### config.mk
export PLATFORM = sky130hd
export DESIGN_NAME = sps_status
export DESIGN_NICKNAME = d
export VERILOG_FILES = /design/src/sps_pkg.sv /design/src/sps_status.sv
export SDC_FILE = /design/constraint.sdc
export NUM_CORES = 1
export LEC_CHECK = 0
export ABC_AREA = 0
export BUFFER_PORTS_ARGS = -buffer_cell sky130_fd_sc_hd__buf_2
export CAP_MARGIN = 20
export CORE_MARGIN = 2
export CORE_UTILIZATION = 53
export CTS_CLUSTER_DIAMETER = 60
export DETAILED_ROUTE_END_ITERATION = 8
export HOLD_SLACK_MARGIN = 0.1
export PLACE_DENSITY = 0.84
export SETUP_SLACK_MARGIN = 0.2
export SLEW_MARGIN = 5
export SYNTH_ARGS = -nofsm -noshare
export SYNTH_HDL_FRONTEND = slang
export SYNTH_SLANG_ARGS = --single-unit
### constraint.sdc
create_clock -name clk_i -period 2.7 [get_ports clk_i]
set_input_delay 0.135 -clock clk_i [delete_from_list [all_inputs] [get_ports clk_i]]
set_output_delay 0.135 -clock clk_i [all_outputs]
set_load 0.01 [all_outputs]
### src/sps_pkg.sv
package sps_pkg;
   localparam int ADDR_W = 8;
   // register byte addresses
   localparam logic [7:0] IER_ADDR = 8'h08;
   localparam logic [7:0] IDR_ADDR = 8'h0C;
   localparam logic [7:0] IMR_ADDR = 8'h10;
   localparam logic [7:0] CSR_ADDR = 8'h14;
   localparam logic [7:0] CR_ADDR = 8'h00;
   // status and mask bit positions
   localparam int B_RECEIVE_CHAR_READY = 0;
   localparam int B_TRANSMIT_HOLDING_FREE = 1;
   localparam int B_LINE_BREAK_SEEN = 2;
   localparam int B_RECEIVE_DMA_DONE = 3;
   localparam int B_TRANSMIT_DMA_DONE = 4;
   localparam int B_OVERRUN_FLAG = 5;
   localparam int B_FRAME = 6;
   localparam int B_PARITY_FAULT_FLAG = 7;
   localparam int B_TOUT = 8;
   localparam int B_TRANSMITTER_DRAINED = 9;
   localparam int B_ITER = 10;
   localparam int B_TRANSMIT_DMA_BUFFER_EMPTY = 11;
   localparam int B_RECEIVE_DMA_BUFFER_FULL = 12;
   localparam int B_NACK = 13;
   localparam int B_CHG_LO = 16;
   localparam int B_MASK_MAN = 20;
   localparam int B_IMG_LO = 20;
   localparam int B_CSR_MAN = 24;
   // valid mask bits: 0..13 and 16..20
   localparam logic [31:0] IMR_VALID = 32'h001F_3FFF;
   localparam logic [31:0] IMR_RESET = 32'h0000_0000;
   // command register bits
   localparam int C_CLEAR_STATUS_COMMAND = 8;
   localparam int C_RSTIT = 13;
   localparam int C_CLEAR_NONACK_COMMAND = 14;

   // events from the character engines, one-cycle pulses or levels
   typedef struct packed {
      logic char_done;
      logic rhr_read;
      logic rx_en;
      logic thr_full;
      logic shift_busy;
      logic brk_pending;
      logic tx_en;
      logic brk_evt;
      logic ovr_evt;
      logic frame_evt;
      logic par_evt;
      logic tout_evt;
      logic iter_evt;
      logic nack_evt;
      logic man_evt;
   } sps_engine_t;

   typedef struct packed {
      logic rx_end;
      logic tx_end;
      logic tx_bufe;
      logic rx_buff;
   } sps_dma_t;
endpackage

### src/sps_status.sv
// The implementer's own choices: the strobed register port and the register offsets.
`timescale 1ns/1ns
// What this block does
// - read-only mask view, unlisted bits zero
// - status word with modem images and changes
// - receive ready set on char, cleared on read/disable
// - receive ready returns when receiver re-enabled
// - transmit ready low when holding full/break/disabled
// - sticky break flag, cleared by status command
// - sticky overrun, cleared by status command
// - sticky framing error, status command clears
// - sticky parity error, status command clears
// - time-out flag, held low when value zero
// - transmitter empty low while busy or disabled
// - sticky iteration, cleared by repetition command
// - sticky nack, cleared by nack command
// - live dma end signals shown
// - live dma buffer signals shown
// - modem change flags, cleared by status read
// - modem line levels shown after three-stage sync, once second and third stages agree
// - sticky manchester error, status command clears
// - enable write sets mask bits
// - disable write clears mask bits
module sps_status
   import sps_pkg::*;
(
   input wire logic clk_i,
   input wire logic rst_b_i,
   input wire logic [ADDR_W-1:0] addr_i,
   input wire logic [31:0] wdata_i,
   input wire logic wr_i,
   input wire logic rd_i,
   output logic [31:0] rdata_o,
   input wire sps_engine_t eng_i,
   input wire sps_dma_t dma_i,
   input wire logic tout_zero_i,
   input wire logic [3:0] modem_i,
   output logic irq_o
);
   logic [31:0] imr_reg;
   logic [31:0] rdata_reg;
   logic receive_char_ready_reg;
   logic rx_pend_reg;
   logic brk_reg;
   logic ovr_reg;
   logic frm_reg;
   logic par_reg;
   logic tout_reg;
   logic iter_reg;
   logic nack_reg;
   logic man_reg;
   logic [3:0] chg_reg;
   logic [3:0] s1_reg;
   logic [3:0] s2_reg;
   logic [3:0] s3_reg;
   logic [31:0] csr;
   logic cmd_wr;
   logic clear_status_command;
   logic csr_rd;
   logic transmit_holding_free;
   logic transmitter_drained;

   assign cmd_wr = wr_i && addr_i == CR_ADDR;
   assign clear_status_command = cmd_wr && wdata_i[C_CLEAR_STATUS_COMMAND];
   assign csr_rd = rd_i && addr_i == CSR_ADDR;

   function automatic logic sticky(input logic q, input logic set,
                                   input logic clr);
      // set beats clear so a same-cycle event is kept
      return set | (q & ~clr);
   endfunction

   always_ff @(posedge clk_i or negedge rst_b_i) begin
      if (!rst_b_i) begin
         imr_reg <= IMR_RESET;
      end else if (wr_i && addr_i == IER_ADDR) begin
         imr_reg <= (imr_reg | wdata_i) & IMR_VALID;
      end else if (wr_i && addr_i == IDR_ADDR) begin
         imr_reg <= imr_reg & ~wdata_i;
      end
   end

   // a char seen while disabled is remembered for re-enable
   always_ff @(posedge clk_i or negedge rst_b_i) begin
      if (!rst_b_i) begin
         receive_char_ready_reg <= 1'b0;
         rx_pend_reg <= 1'b0;
      end else if (!eng_i.rx_en) begin
         receive_char_ready_reg <= 1'b0;
         rx_pend_reg <= rx_pend_reg | eng_i.char_done | receive_char_ready_reg;
      end else begin
         receive_char_ready_reg <= eng_i.char_done | rx_pend_reg
                      | (receive_char_ready_reg & ~eng_i.rhr_read);
         rx_pend_reg <= 1'b0;
      end
   end

   always_ff @(posedge clk_i or negedge rst_b_i) begin
      if (!rst_b_i) begin
         brk_reg <= 1'b0;
         ovr_reg <= 1'b0;
         frm_reg <= 1'b0;
         par_reg <= 1'b0;
         man_reg <= 1'b0;
      end else begin
         brk_reg <= sticky(brk_reg, eng_i.brk_evt, clear_status_command);
         ovr_reg <= sticky(ovr_reg, eng_i.ovr_evt, clear_status_command);
         frm_reg <= sticky(frm_reg, eng_i.frame_evt, clear_status_command);
         par_reg <= sticky(par_reg, eng_i.par_evt, clear_status_command);
         man_reg <= sticky(man_reg, eng_i.man_evt, clear_status_command);
      end
   end

   always_ff @(posedge clk_i or negedge rst_b_i) begin
      if (!rst_b_i) begin
         tout_reg <= 1'b0;
      end else if (tout_zero_i) begin
         tout_reg <= 1'b0;
      end else begin
         tout_reg <= eng_i.tout_evt | tout_reg;
      end
   end

   always_ff @(posedge clk_i or negedge rst_b_i) begin
      if (!rst_b_i) begin
         iter_reg <= 1'b0;
         nack_reg <= 1'b0;
      end else begin
         iter_reg <= sticky(iter_reg, eng_i.iter_evt,
                            cmd_wr && wdata_i[C_RSTIT]);
         nack_reg <= sticky(nack_reg, eng_i.nack_evt,
                            cmd_wr && wdata_i[C_CLEAR_NONACK_COMMAND]);
      end
   end

   // three-stage sync; second and third agree before use
   always_ff @(posedge clk_i or negedge rst_b_i) begin
      if (!rst_b_i) begin
         s1_reg <= 4'h0;
         s2_reg <= 4'h0;
         s3_reg <= 4'h0;
      end else begin
         s1_reg <= modem_i;
         s2_reg <= s1_reg;
         s3_reg <= s2_reg;
      end
   end

   logic [3:0] img_reg;
   always_ff @(posedge clk_i or negedge rst_b_i) begin
      if (!rst_b_i) begin
         img_reg <= 4'h0;
         chg_reg <= 4'h0;
      end else begin
         for (int i = 0; i < 4; i++) begin
            if (s2_reg[i] == s3_reg[i]) begin
               img_reg[i] <= s3_reg[i];
            end
         end
         // change seen during the read still survives it
         chg_reg <= ((s2_reg ~^ s3_reg) & (s3_reg ^ img_reg))
                    | (chg_reg & {4{~csr_rd}});
      end
   end

   assign transmit_holding_free = eng_i.tx_en & ~eng_i.thr_full
                  & ~eng_i.brk_pending;
   assign transmitter_drained = eng_i.tx_en & ~eng_i.thr_full
                    & ~eng_i.shift_busy;

   always_comb begin
      csr = 32'h0000_0000;
      csr[B_RECEIVE_CHAR_READY] = receive_char_ready_reg;
      csr[B_TRANSMIT_HOLDING_FREE] = transmit_holding_free;
      csr[B_LINE_BREAK_SEEN] = brk_reg;
      csr[B_RECEIVE_DMA_DONE] = dma_i.rx_end;
      csr[B_TRANSMIT_DMA_DONE] = dma_i.tx_end;
      csr[B_OVERRUN_FLAG] = ovr_reg;
      csr[B_FRAME] = frm_reg;
      csr[B_PARITY_FAULT_FLAG] = par_reg;
      csr[B_TOUT] = tout_reg;
      csr[B_TRANSMITTER_DRAINED] = transmitter_drained;
      csr[B_ITER] = iter_reg;
      csr[B_TRANSMIT_DMA_BUFFER_EMPTY] = dma_i.tx_bufe;
      csr[B_RECEIVE_DMA_BUFFER_FULL] = dma_i.rx_buff;
      csr[B_NACK] = nack_reg;
      csr[B_CHG_LO +: 4] = chg_reg;
      csr[B_IMG_LO +: 4] = img_reg;
      csr[B_CSR_MAN] = man_reg;
   end

   always_ff @(posedge clk_i or negedge rst_b_i) begin
      if (!rst_b_i) begin
         rdata_reg <= 32'h0000_0000;
      end else if (rd_i) begin
         case (addr_i)
            IMR_ADDR: rdata_reg <= imr_reg & IMR_VALID;
            CSR_ADDR: rdata_reg <= csr;
            default: rdata_reg <= 32'h0000_0000;
         endcase
      end else begin
         rdata_reg <= 32'h0000_0000;
      end
   end
   assign rdata_o = rdata_reg;

   // status bits 0..13 map to mask 0..13, change flags 16..19,
   // manchester error moves from status 24 to mask 20
   always_ff @(posedge clk_i or negedge rst_b_i) begin
      if (!rst_b_i) begin
         irq_o <= 1'b0;
      end else begin
         irq_o <= |(imr_reg & {11'h000, csr[B_CSR_MAN],
                               csr[19:0]} & IMR_VALID);
      end
   end
endmodule

# Yosys cells after proc, flatten, opt, wreduce, memory -nomap -nowiden
# Cells that the tools add are included.
# word_totals
ramBits,0
input_bits,68
out_inout_bits,33
latch_bits,0
mem_count,0
mem_bits_ro,0
ff_bits,88
elab_cells,85
# op_classes
magnitude_cmp,0
bitwise_logic,39
div_mod_pow,0
n_reduce_logical,10
shift,0
add_sub_neg,0
n_eq_ne,8
muxes,7
n_mul,0
# op_table
cell,n
$mux W32,2
$pmux W25 S2,1
$and A32 B32 Y32,1
$not A32 Y32,1
$mux W25,1
$and A21 B21 Y21,1
$or A21 B21 Y21,1
$reduce_or A19 Y1,1
$eq A8 B4 Y1 const B,2
$eq A8 B5 Y1 const B,2
$and A1 B1 Y1,11
$or A1 B1 Y1,11
$and A4 B4 Y4,2
$logic_not A8 Y1,1
$not A1 Y1,8
$logic_and A1 B1 Y1,7
$eq A1 B1 Y1,4
$or A4 B4 Y4,1
$xnor A4 B4 Y4,1
$xor A4 B4 Y4,1
$mux W1,3
$reduce_bool A2 Y1,1

# Depth between registers and ports, before layout
# Gate-level depths: netlist of run 1.
# depth
depth_word,6
ltp_mapped,6
depth_no_buf,4

# Worst setup path after synthesis of run 1
# OpenSTA, ideal clock, no wires.
# synth_path
kind,input -> register
startpoint,input addr_i[5]
endpoint,register (tool-made name)
n_path_buf,2
stages,6
t_arrival_ns,1.310
setup_slack_ns,1.253
required_ns,2.563
setup_time_ns,0.137
path_cell_list,or3_1 -> buf_2 -> nor3_4 -> buf_6 -> nand2_1 -> mux2i_1
# synth_lines
item,line,rtl
start: declaration,sps_status.sv:29,"input wire logic [ADDR_W-1:0] addr_i,"

# Final worst setup path of run 1
# layout_path
startpoint,input addr_i[2]
endpoint,register nack_reg
# layout_between
elab_chain_len,6
# layout_lines
item,line,rtl
$logic_not A8 Y1,sps_status.sv:63,assign cmd_wr = wr_i && addr_i == CR_ADDR;
$logic_and A1 B1 Y1,sps_status.sv:63,
$logic_and A1 B1 Y1,sps_status.sv:132,cmd_wr && wdata_i[C_CLEAR_NONACK_COMMAND]);
$not A1 Y1,sps_status.sv:70,return set | (q & ~clr);
$and A1 B1 Y1,sps_status.sv:70,
$or A1 B1 Y1,sps_status.sv:70,
end signal: assignment,sps_status.sv:131,"nack_reg <= sticky(nack_reg, eng_i.nack_evt,"
end: declaration,sps_status.sv:50,logic nack_reg;
# Every way passes these cells.
# A chain may end at the register's enable or synchronous reset.

==> results.py, run 1 <==
metrics = {
    "yosys": {
        "cell_area_after_synthesis_um2": 2877,
        "synth-seq-area-share_pct": 63.51,
        "synth_warnings": 0,
        "postSynthAreaPerCell_um2": 12.40,
        "post_synth_inst_count": 232,
        "ys_seq_elements": 73,
        "ys_types": 34,
    },
    "pwr": {
        "power.leakage_uw": 0.002081,
        "max-vdd-ir-drop_mv": 0.3163,
        "power.density_cell_area_nw_per_um2": 553.1,
        "internal_power_uw": 1699,
        "net-switching-power_uw": 488.6,
        "switching_share_pct": 22.34,
        "power.share.clock_pct": 39.4,
        "fraction_of_power_consumed_by_combinational_cells_pct": 7.9,
        "sequentialPowerShare_pct": 52.7,
    },
    "clock_network": {
        "cts-htree-levels": 3,
        "cts-root-to-sink-buffers": 2,
        "cts.root.buffer_cell": "clkbuf_8",
        "worstSkewPairLatency_ns": 0.33,
        "post_cts.resized_instances": 0,
        "clock_tree_from_tritoncts": "built",
        "cts.sink_count": 73,
        "clk_pin_slew_worst_paths_ns": 0.07,
        "number_of_buffers_inserted_during_clock_tree_synthesis": 9,
    },
    "hold_path": {
        "hold_path_startpoint": "eng_i[8]",
        "hold_path_end": "rdata_o[9]",
        "worst_hold_path.num_cells": 3,
        "holdCritPathClass": "in2reg",
    },
    "timing": {
        "unrepaired_setup_endpoints_after_global_routing": "no",
        "timing.final.crit_share_pct": 73.07,
        "period_minus_slack_ns": 1.973,
        "worst_clock_skew_ns": 0.006357,
        "post-route-worst-setup-slack_ns": 0.7271,
        "totalNegativeSetupSlack_ns": 0,
        "worst_slew_pin_slew_ns": 0.8403,
        "fmax_mhz": 506.9,
        "hold_viol": 0,
        "max_slew_margin_pct": 43.80,
        "setup_violations": 0,
        "maxSlewViolCount": 0,
    },
    "floorplanning": {
        "floorplan.die.height_um": 77.67,
        "die_width_um": 77.67,
        "core_area_um2": 5172,
        "initial_cell_density_of_the_core_pct": 55.61,
        "floorplan.die_area_um2": 6033,
        "rows": 26,
        "boundaryPins": 101,
    },
    "route": {
        "detail_route.wirelength_mm": 6.608,
        "drt_first_iter_violations": 171,
        "wl_per_cell_um": 15.19,
        "drt_drc_violations_left": 0,
        "dr.pass1.iters": 4,
        "num_vias": 2213,
        "antenna_left": 0,
        "avgViaCountPerCell": 5.087,
    },
    "global_routing": {
        "grt_first_pass_wirelength_mm": 10.76,
        "vias_in_the_first_global_route": 2316,
        "grt.overflow.total": 0,
        "number_of_antenna_violations_at_the_first_check_in_global_routing": 0,
        "globalRouteTotalUtil_pct": 23.48,
        "grt_max_degree": 43,
    },
    "placed_design": {
        "placement.setup.worst_slack_ns": 0.8291,
        "post-dp-hpwl_mm": 4.110,
        "routabilityCongestion": 0.7666,
        "port-buffer-count": 79,
    },
    "finish": {
        "drive_above_1_share_pct": 27.67,
        "final_nets": 428,
        "num_antenna_cells": 0,
        "ff_latch_area_um2": 1827,
        "multiInputGateArea_um2": 902.1,
        "fillers": 321,
        "area_growth_pct": 37.49,
    },
    "status": {
        "outcome": "finished, final reports clean",
    },
    "setup_path": {
        "worstPathMaxFanout": 22,
        "ff2ff_setup_slack_ns": 1.12,
        "r2r-end": "irq_o",
        "worst-endpoint-arrival_ns": 2.19,
        "startpoint_type": "input pin",
        "critPathCaptureType": "flip-flop",
        "cp.required_ns": 2.91,
        "r2r_cells": 4,
        "critPathKind": "in2reg",
    },
    "job": {
        "cap_viol_max_count": 0,
    },
}
## through the flow
step	utilization, %	instance area (µm²)	power (µW)	hold WS, ns	instances
2_1_floorplan	-	2907	1224	-0.1606	240
3_3_place_gp	64.15	3318	1291	0.2232	376
3_5_place_dp	64.15	3318	1298	0.2262	376
4_1_cts	76.46	3955	2197	0.1252	435
5_1_grt	76.46	3955	2278	0.1544	435
6_report	76.46	3955	2187	0.1423	435
## worst max-delay path: stages
cell           delay [ns]
buf_2                0.24
or4_4                0.49
nor3_1               0.45
nand2_1              0.13
a21o_1               0.19
dlygate4sd3_1        0.55
## worst max-delay path by stage
| stage | depth (start not counted) | from | end |
|---|---|---|---|
| 2_1_floorplan | 6 | addr_i[5] | flip-flop |
| 3_3_place_gp | 5 | addr_i[2] | man_reg |
| 3_5_place_dp | 5 | addr_i[2] | ovr_reg |
| 4_1_cts | 6 | addr_i[2] | nack_reg |
| 5_1_grt | 6 | addr_i[2] | nack_reg |
| 6_report | 6 | addr_i[2] | nack_reg |
## cells by family after synthesis
group	count (synthesis)	synth area share, %
adder cells (fa/ha/maj)	3	1.044
flip-flops	73	63.51
AND/OR/NAND/NOR	59	10.22
AO/OA/AOI/OAI	42	12.31
multiplexers	19	6.611
other	1	0.1304
buffers and inverters	35	6.177
## layer usage
layer  vias up  wire length, µm  global-route usage, %
met1      1081             2556                  27.42
met3         7              417                  4.186
met2        90             3570                  41.90
met4         0               63                  10.71
li1       1035                -                      -
met5         -                0                      0
## power by group through the flow
stage	Combinational (µW)	Sequential [µW]	Clock, µW
final	172	1150	862
after detailed placement	124	1170	0
after global placement	120	1170	0
after CTS	172	1150	873
after floorplan	57.0	1170	0
after global routing	191	1160	930
## synthesized netlist by cell type (all sizes together)
cell | instances | area [µm²]
a221oi | 2 | 17.52
or4 | 1 | 11.26
or3b | 1 | 8.760
clkbuf | 2 | 7.510
a21o | 7 | 52.55
o31ai | 2 | 15.01
nand3 | 1 | 5.000
o31a | 1 | 8.760
inv | 19 | 71.32
nor2b | 2 | 12.51
o2bb2ai | 1 | 8.760
a21oi | 1 | 5.000
nor2 | 12 | 45.04
or3 | 1 | 6.260
a221o | 3 | 30.03
o2111ai | 1 | 8.760
conb | 1 | 3.750
nand2 | 28 | 105.1
dfrtp | 73 | 1827
a22oi | 3 | 22.52
nand2b | 2 | 12.51
buf | 14 | 98.84
and3 | 1 | 6.260
a222oi | 1 | 10.01
maj3 | 3 | 30.03
nor3 | 5 | 47.54
nand4b | 1 | 8.760
mux2i | 19 | 190.2
and2 | 4 | 25.02
a22o | 19 | 166.4
o22a | 1 | 8.760
## final cells by class
class | count | area share (%)
Multi-Input combinational cell | 132 | 22.81
Sequential cell | 73 | 46.19
Clock inverter | 4 | 1.297
Timing Repair Buffer | 125 | 21.77
Clock buffer | 12 | 3.923
Tap cell | 70 | 2.214
Inverter | 19 | 1.803
## what timing repair did
item,CTS,global route
endpoints found under the hold margin,71,0
hold buffers,43,0
setup buffers,0,0
## layout by cell type (no fill, tap or decap), types with 2 or more instances in the layout
cell type	n
nor3_1	3
a221o_1	3
nand2b_1	2
a221oi_1	2
dlygate4sd3_1	43
a21o_1	7
inv_1	19
nand2_1	28
and2_1	4
nor2b_1	2
buf_4	2
mux2i_1	19
conb_1	9
dfrtp_1	73
buf_2	79
nor2_1	12
o31ai_1	2
clkbuf_8	11
maj3_1	3
a22o_1	19
a22oi_1	3
nor3_4	2
Power figures use the tool's default switching activity.
==> run 2, diff against run 1 <==
--- a/config.mk
+++ b/config.mk
@@ -5,15 +5,15 @@
 export SDC_FILE = /design/constraint.sdc
 export NUM_CORES = 1
 export LEC_CHECK = 0
-export ABC_AREA = 0
+export ABC_AREA = 1
 export BUFFER_PORTS_ARGS = -buffer_cell sky130_fd_sc_hd__buf_2
 export CAP_MARGIN = 20
 export CORE_MARGIN = 2
-export CORE_UTILIZATION = 53
+export CORE_UTILIZATION = 51
 export CTS_CLUSTER_DIAMETER = 60
 export DETAILED_ROUTE_END_ITERATION = 8
 export HOLD_SLACK_MARGIN = 0.1
-export PLACE_DENSITY = 0.84
+export PLACE_DENSITY = 0.79
 export SETUP_SLACK_MARGIN = 0.2
 export SLEW_MARGIN = 5
 export SYNTH_ARGS = -nofsm -noshare
==> constraint.sdc (replaced) <==
create_clock -name clk_i -period 1.84 [get_ports clk_i]
set_input_delay 0.092 -clock clk_i [delete_from_list [all_inputs] [get_ports clk_i]]
set_output_delay 0.092 -clock clk_i [all_outputs]
set_load 0.01 [all_outputs]
==> results.py, run 2 <==
metrics = {
    "status": {
        "outcome": "finished, final reports clean",
    },
    "finish": {
        "fillers": 491,
        "final_nets": 605,
        "mostFrequentLayoutCells": "nand2_1 (152), buf_2 (78), dfrtp_1 (73)",
        "final_common_cell": "nand2_1",
        "postLayoutCellArea_um2": 4453,
        "area_growth_pct": 34.45,
        "fin_cells": 618,
        "num_antenna_cells": 0,
        "drive_above_1_share_pct": 20.70,
    },
    "clock_network": {
        "number_of_buffers_inserted_during_clock_tree_synthesis": 9,
        "cts.sink_count": 73,
        "worstSkewPairLatency_ns": 0.34,
        "cts-htree-levels": 3,
        "clock_tree_from_tritoncts": "built",
        "post_cts.resized_instances": 0,
        "cts.root.buffer_cell": "clkbuf_8",
        "cts-root-to-sink-buffers": 2,
        "clk_pin_slew_worst_paths_ns": 0.07,
    },
    "placed_design": {
        "place_area_um2": 3751,
        "numPlacedInstances": 556,
        "post-dp-hpwl_mm": 5.177,
        "port-buffer-count": 79,
        "routabilityCongestion": 0.7782,
    },
    "pwr": {
        "power.density_cell_area_nw_per_um2": 794.1,
        "power.leakage_uw": 0.002603,
        "fraction_of_power_consumed_by_combinational_cells_pct": 10.4,
        "power.share.clock_pct": 41.5,
        "switching_share_pct": 23.11,
        "p_total_uw": 3536,
        "internal_power_uw": 2719,
        "sequentialPowerShare_pct": 48.1,
        "net-switching-power_uw": 817.3,
        "max-vdd-ir-drop_mv": 0.4337,
    },
    "yosys": {
        "post_synth_inst_count": 406,
        "ys_seq_elements": 73,
        "synth.top_cells.by_area": "dfrtp_1 (55%), nand2_1 (17%), nand3_1 (9.1%)",
        "synth.cells.most_frequent": "nand2_1 (152), dfrtp_1 (73), nand3_1 (60)",
        "postSynthAreaPerCell_um2": 8.157,
        "synthDominantCellAreaShare_pct": 55.16,
        "synthFlopType": "dfrtp_1",
        "share_of_synthesized_flip_flops_with_an_asynchronous_set_or_reset_pct": 100.0,
        "cell_area_after_synthesis_um2": 3312,
        "synth-seq-area-share_pct": 55.16,
        "synth-edff-count": 0,
        "synth_warnings": 0,
        "synth_most_common_cell": "nand2_1",
        "yosysTopAreaCell": "dfrtp_1",
        "ys_types": 23,
    },
    "setup_path": {
        "critPathCaptureType": "flip-flop",
        "critical_path_cell_sequence": "nor2_1 > o21ai_0 > dlygate4sd3_1 > and2_1",
        "max_stage_delay_ns": 0.57,
        "critPathKind": "reg2reg",
        "critical-path-top-delay-family": "buffers and inverters",
        "worst-endpoint-arrival_ns": 1.69,
        "timing.critical_path.buf_inv": 1,
        "cp.required_ns": 2.07,
        "worstPathMaxFanout": 2,
        "startpoint_type": "flip-flop",
        "slowest_stage": "dlygate4sd3_1",
    },
    "timing": {
        "timing.final.crit_share_pct": 79.05,
        "maxSlewViolCount": 0,
        "totalNegativeSetupSlack_ns": 0,
        "hold_viol": 0,
        "unrepaired_setup_endpoints_after_global_routing": "no",
        "max_slew_margin_pct": 65.90,
        "setup_violations": 0,
        "period_minus_slack_ns": 1.454,
        "fmax_mhz": 687.6,
        "worst_slew_pin_slew_ns": 0.5103,
        "fin_worst_hold_slack_ns": 0.1229,
        "worst_clock_skew_ns": 0.005122,
    },
    "global_routing": {
        "grt_first_pass_wirelength_mm": 13.23,
        "globalRouteTotalUtil_pct": 23.77,
        "grt.overflow.total": 0,
        "grt_max_degree": 45,
        "vias_in_the_first_global_route": 2896,
        "number_of_antenna_violations_at_the_first_check_in_global_routing": 0,
    },
    "route": {
        "wl_per_cell_um": 13.23,
        "dr.pass1.iters": 4,
        "detail_route.wirelength_mm": 8.175,
        "avgViaCountPerCell": 4.937,
        "antenna_left": 0,
        "num_vias": 3051,
        "drt_first_iter_violations": 323,
        "drt_drc_violations_left": 0,
    },
    "hold_path": {
        "holdCritPathClass": "in2reg",
    },
    "floorplanning": {
        "floorplan.die.height_um": 84.59,
        "initial_cell_density_of_the_core_pct": 52.46,
        "floorplan.die_area_um2": 7155,
        "rows": 29,
        "die_width_um": 84.59,
        "boundaryPins": 101,
        "core_area_um2": 6314,
    },
    "job": {
        "cap_viol_max_count": 0,
    },
}
-- run 2: changes by cell type after synthesis, sizes merged, moves of 16 or more --
| cell | delta |
|---|---|
| mux2i | -19 |
| nand3 | +60 |
| a22o | -19 |
| nor2 | +16 |
| nand2 | +127 |
| inv | +29 |
-- run 2: routing by layer --
layer | vias up | share of wire (%) | GRT usage, %
li1 | 1490 | - | -
met1 | 1432 | 41 | 29.99
met2 | 112 | 51 | 41.23
met3 | 17 | 5.9 | 4.130
met4 | 0 | 2.2 | 8.514
met5 | - | 0 | 0
-- run 2: cell families (layout without fill, tap and decap cells) --
group | count (synthesis) | in the layout | synth area share [%]
buf+inv | 70 | 197 | 10.20
simple gates | 252 | 252 | 33.02
flops | 73 | 73 | 55.16
other cells | 1 | 9 | 0.1132
compound gates | 10 | 10 | 1.511
-- run 2: repair_timing --
item | 4_1_cts | 5_1_grt
setup buffers | 0 | 0
hold buffers | 47 | 0
hold endpoints to repair | 112 | 0
setup endpoints to repair | 0 | 0
-- run 2: power groups by stage --
| stage | Clock [µW] | Combinational [µW] | Sequential [µW] |
|---|---|---|---|
| final | 1470 | 367 | 1700 |
| after global routing | 1550 | 408 | 1710 |
| after CTS | 1480 | 367 | 1700 |
| after detailed placement | 0 | 290 | 1730 |
| after global placement | 0 | 279 | 1720 |
| after floorplan | 0 | 149 | 1720 |
-- run 2: worst reg2reg max path, stage by stage, from the launching register on --
cell           delay [ns]
dfrtp_1              0.37
nor2_1               0.16
o21ai_0              0.11
dlygate4sd3_1        0.57
and2_1               0.14
-- run 2: worst paths after layout --
check | from | to | slack, ns | cells past startpoint
setup reg to reg | rx_pend_reg | receive_char_ready_reg | 0.39 | 4
min in group asynchronous | rst_b_i | rdata_o[13] | 0.22 | 2
hold reg to reg | s1_reg[2] | s2_reg[2] | 0.35 | 0
setup / recovery | rx_pend_reg | receive_char_ready_reg | 0.39 | 4
max in group asynchronous | rst_b_i | asynchronous set/reset pin | 1.06 | 3
hold / removal | addr_i[2] | flip-flop | 0.12 | 4
-- run 2: final cells by class --
type                    instances  area, µm²  area share, %
flip-flops and latches         73       1827          41.02
inverters                      48      180.2          4.046
multi-input cells             271       1177          26.44
repair buffers                134      940.9          21.13
well taps                      77      96.34          2.164
clock buffers                   9      123.9          2.782
clock inverters                 6      107.6          2.416
-- run 2: through the flow --
step                      util (%)  setup slack [ns]
after global placement       59.41            0.6508
after detailed placement     59.41            0.5928
after global routing         70.53            0.3193
final                        70.53            0.3856
after floorplan                  -            0.9203
after CTS                    70.53            0.4277
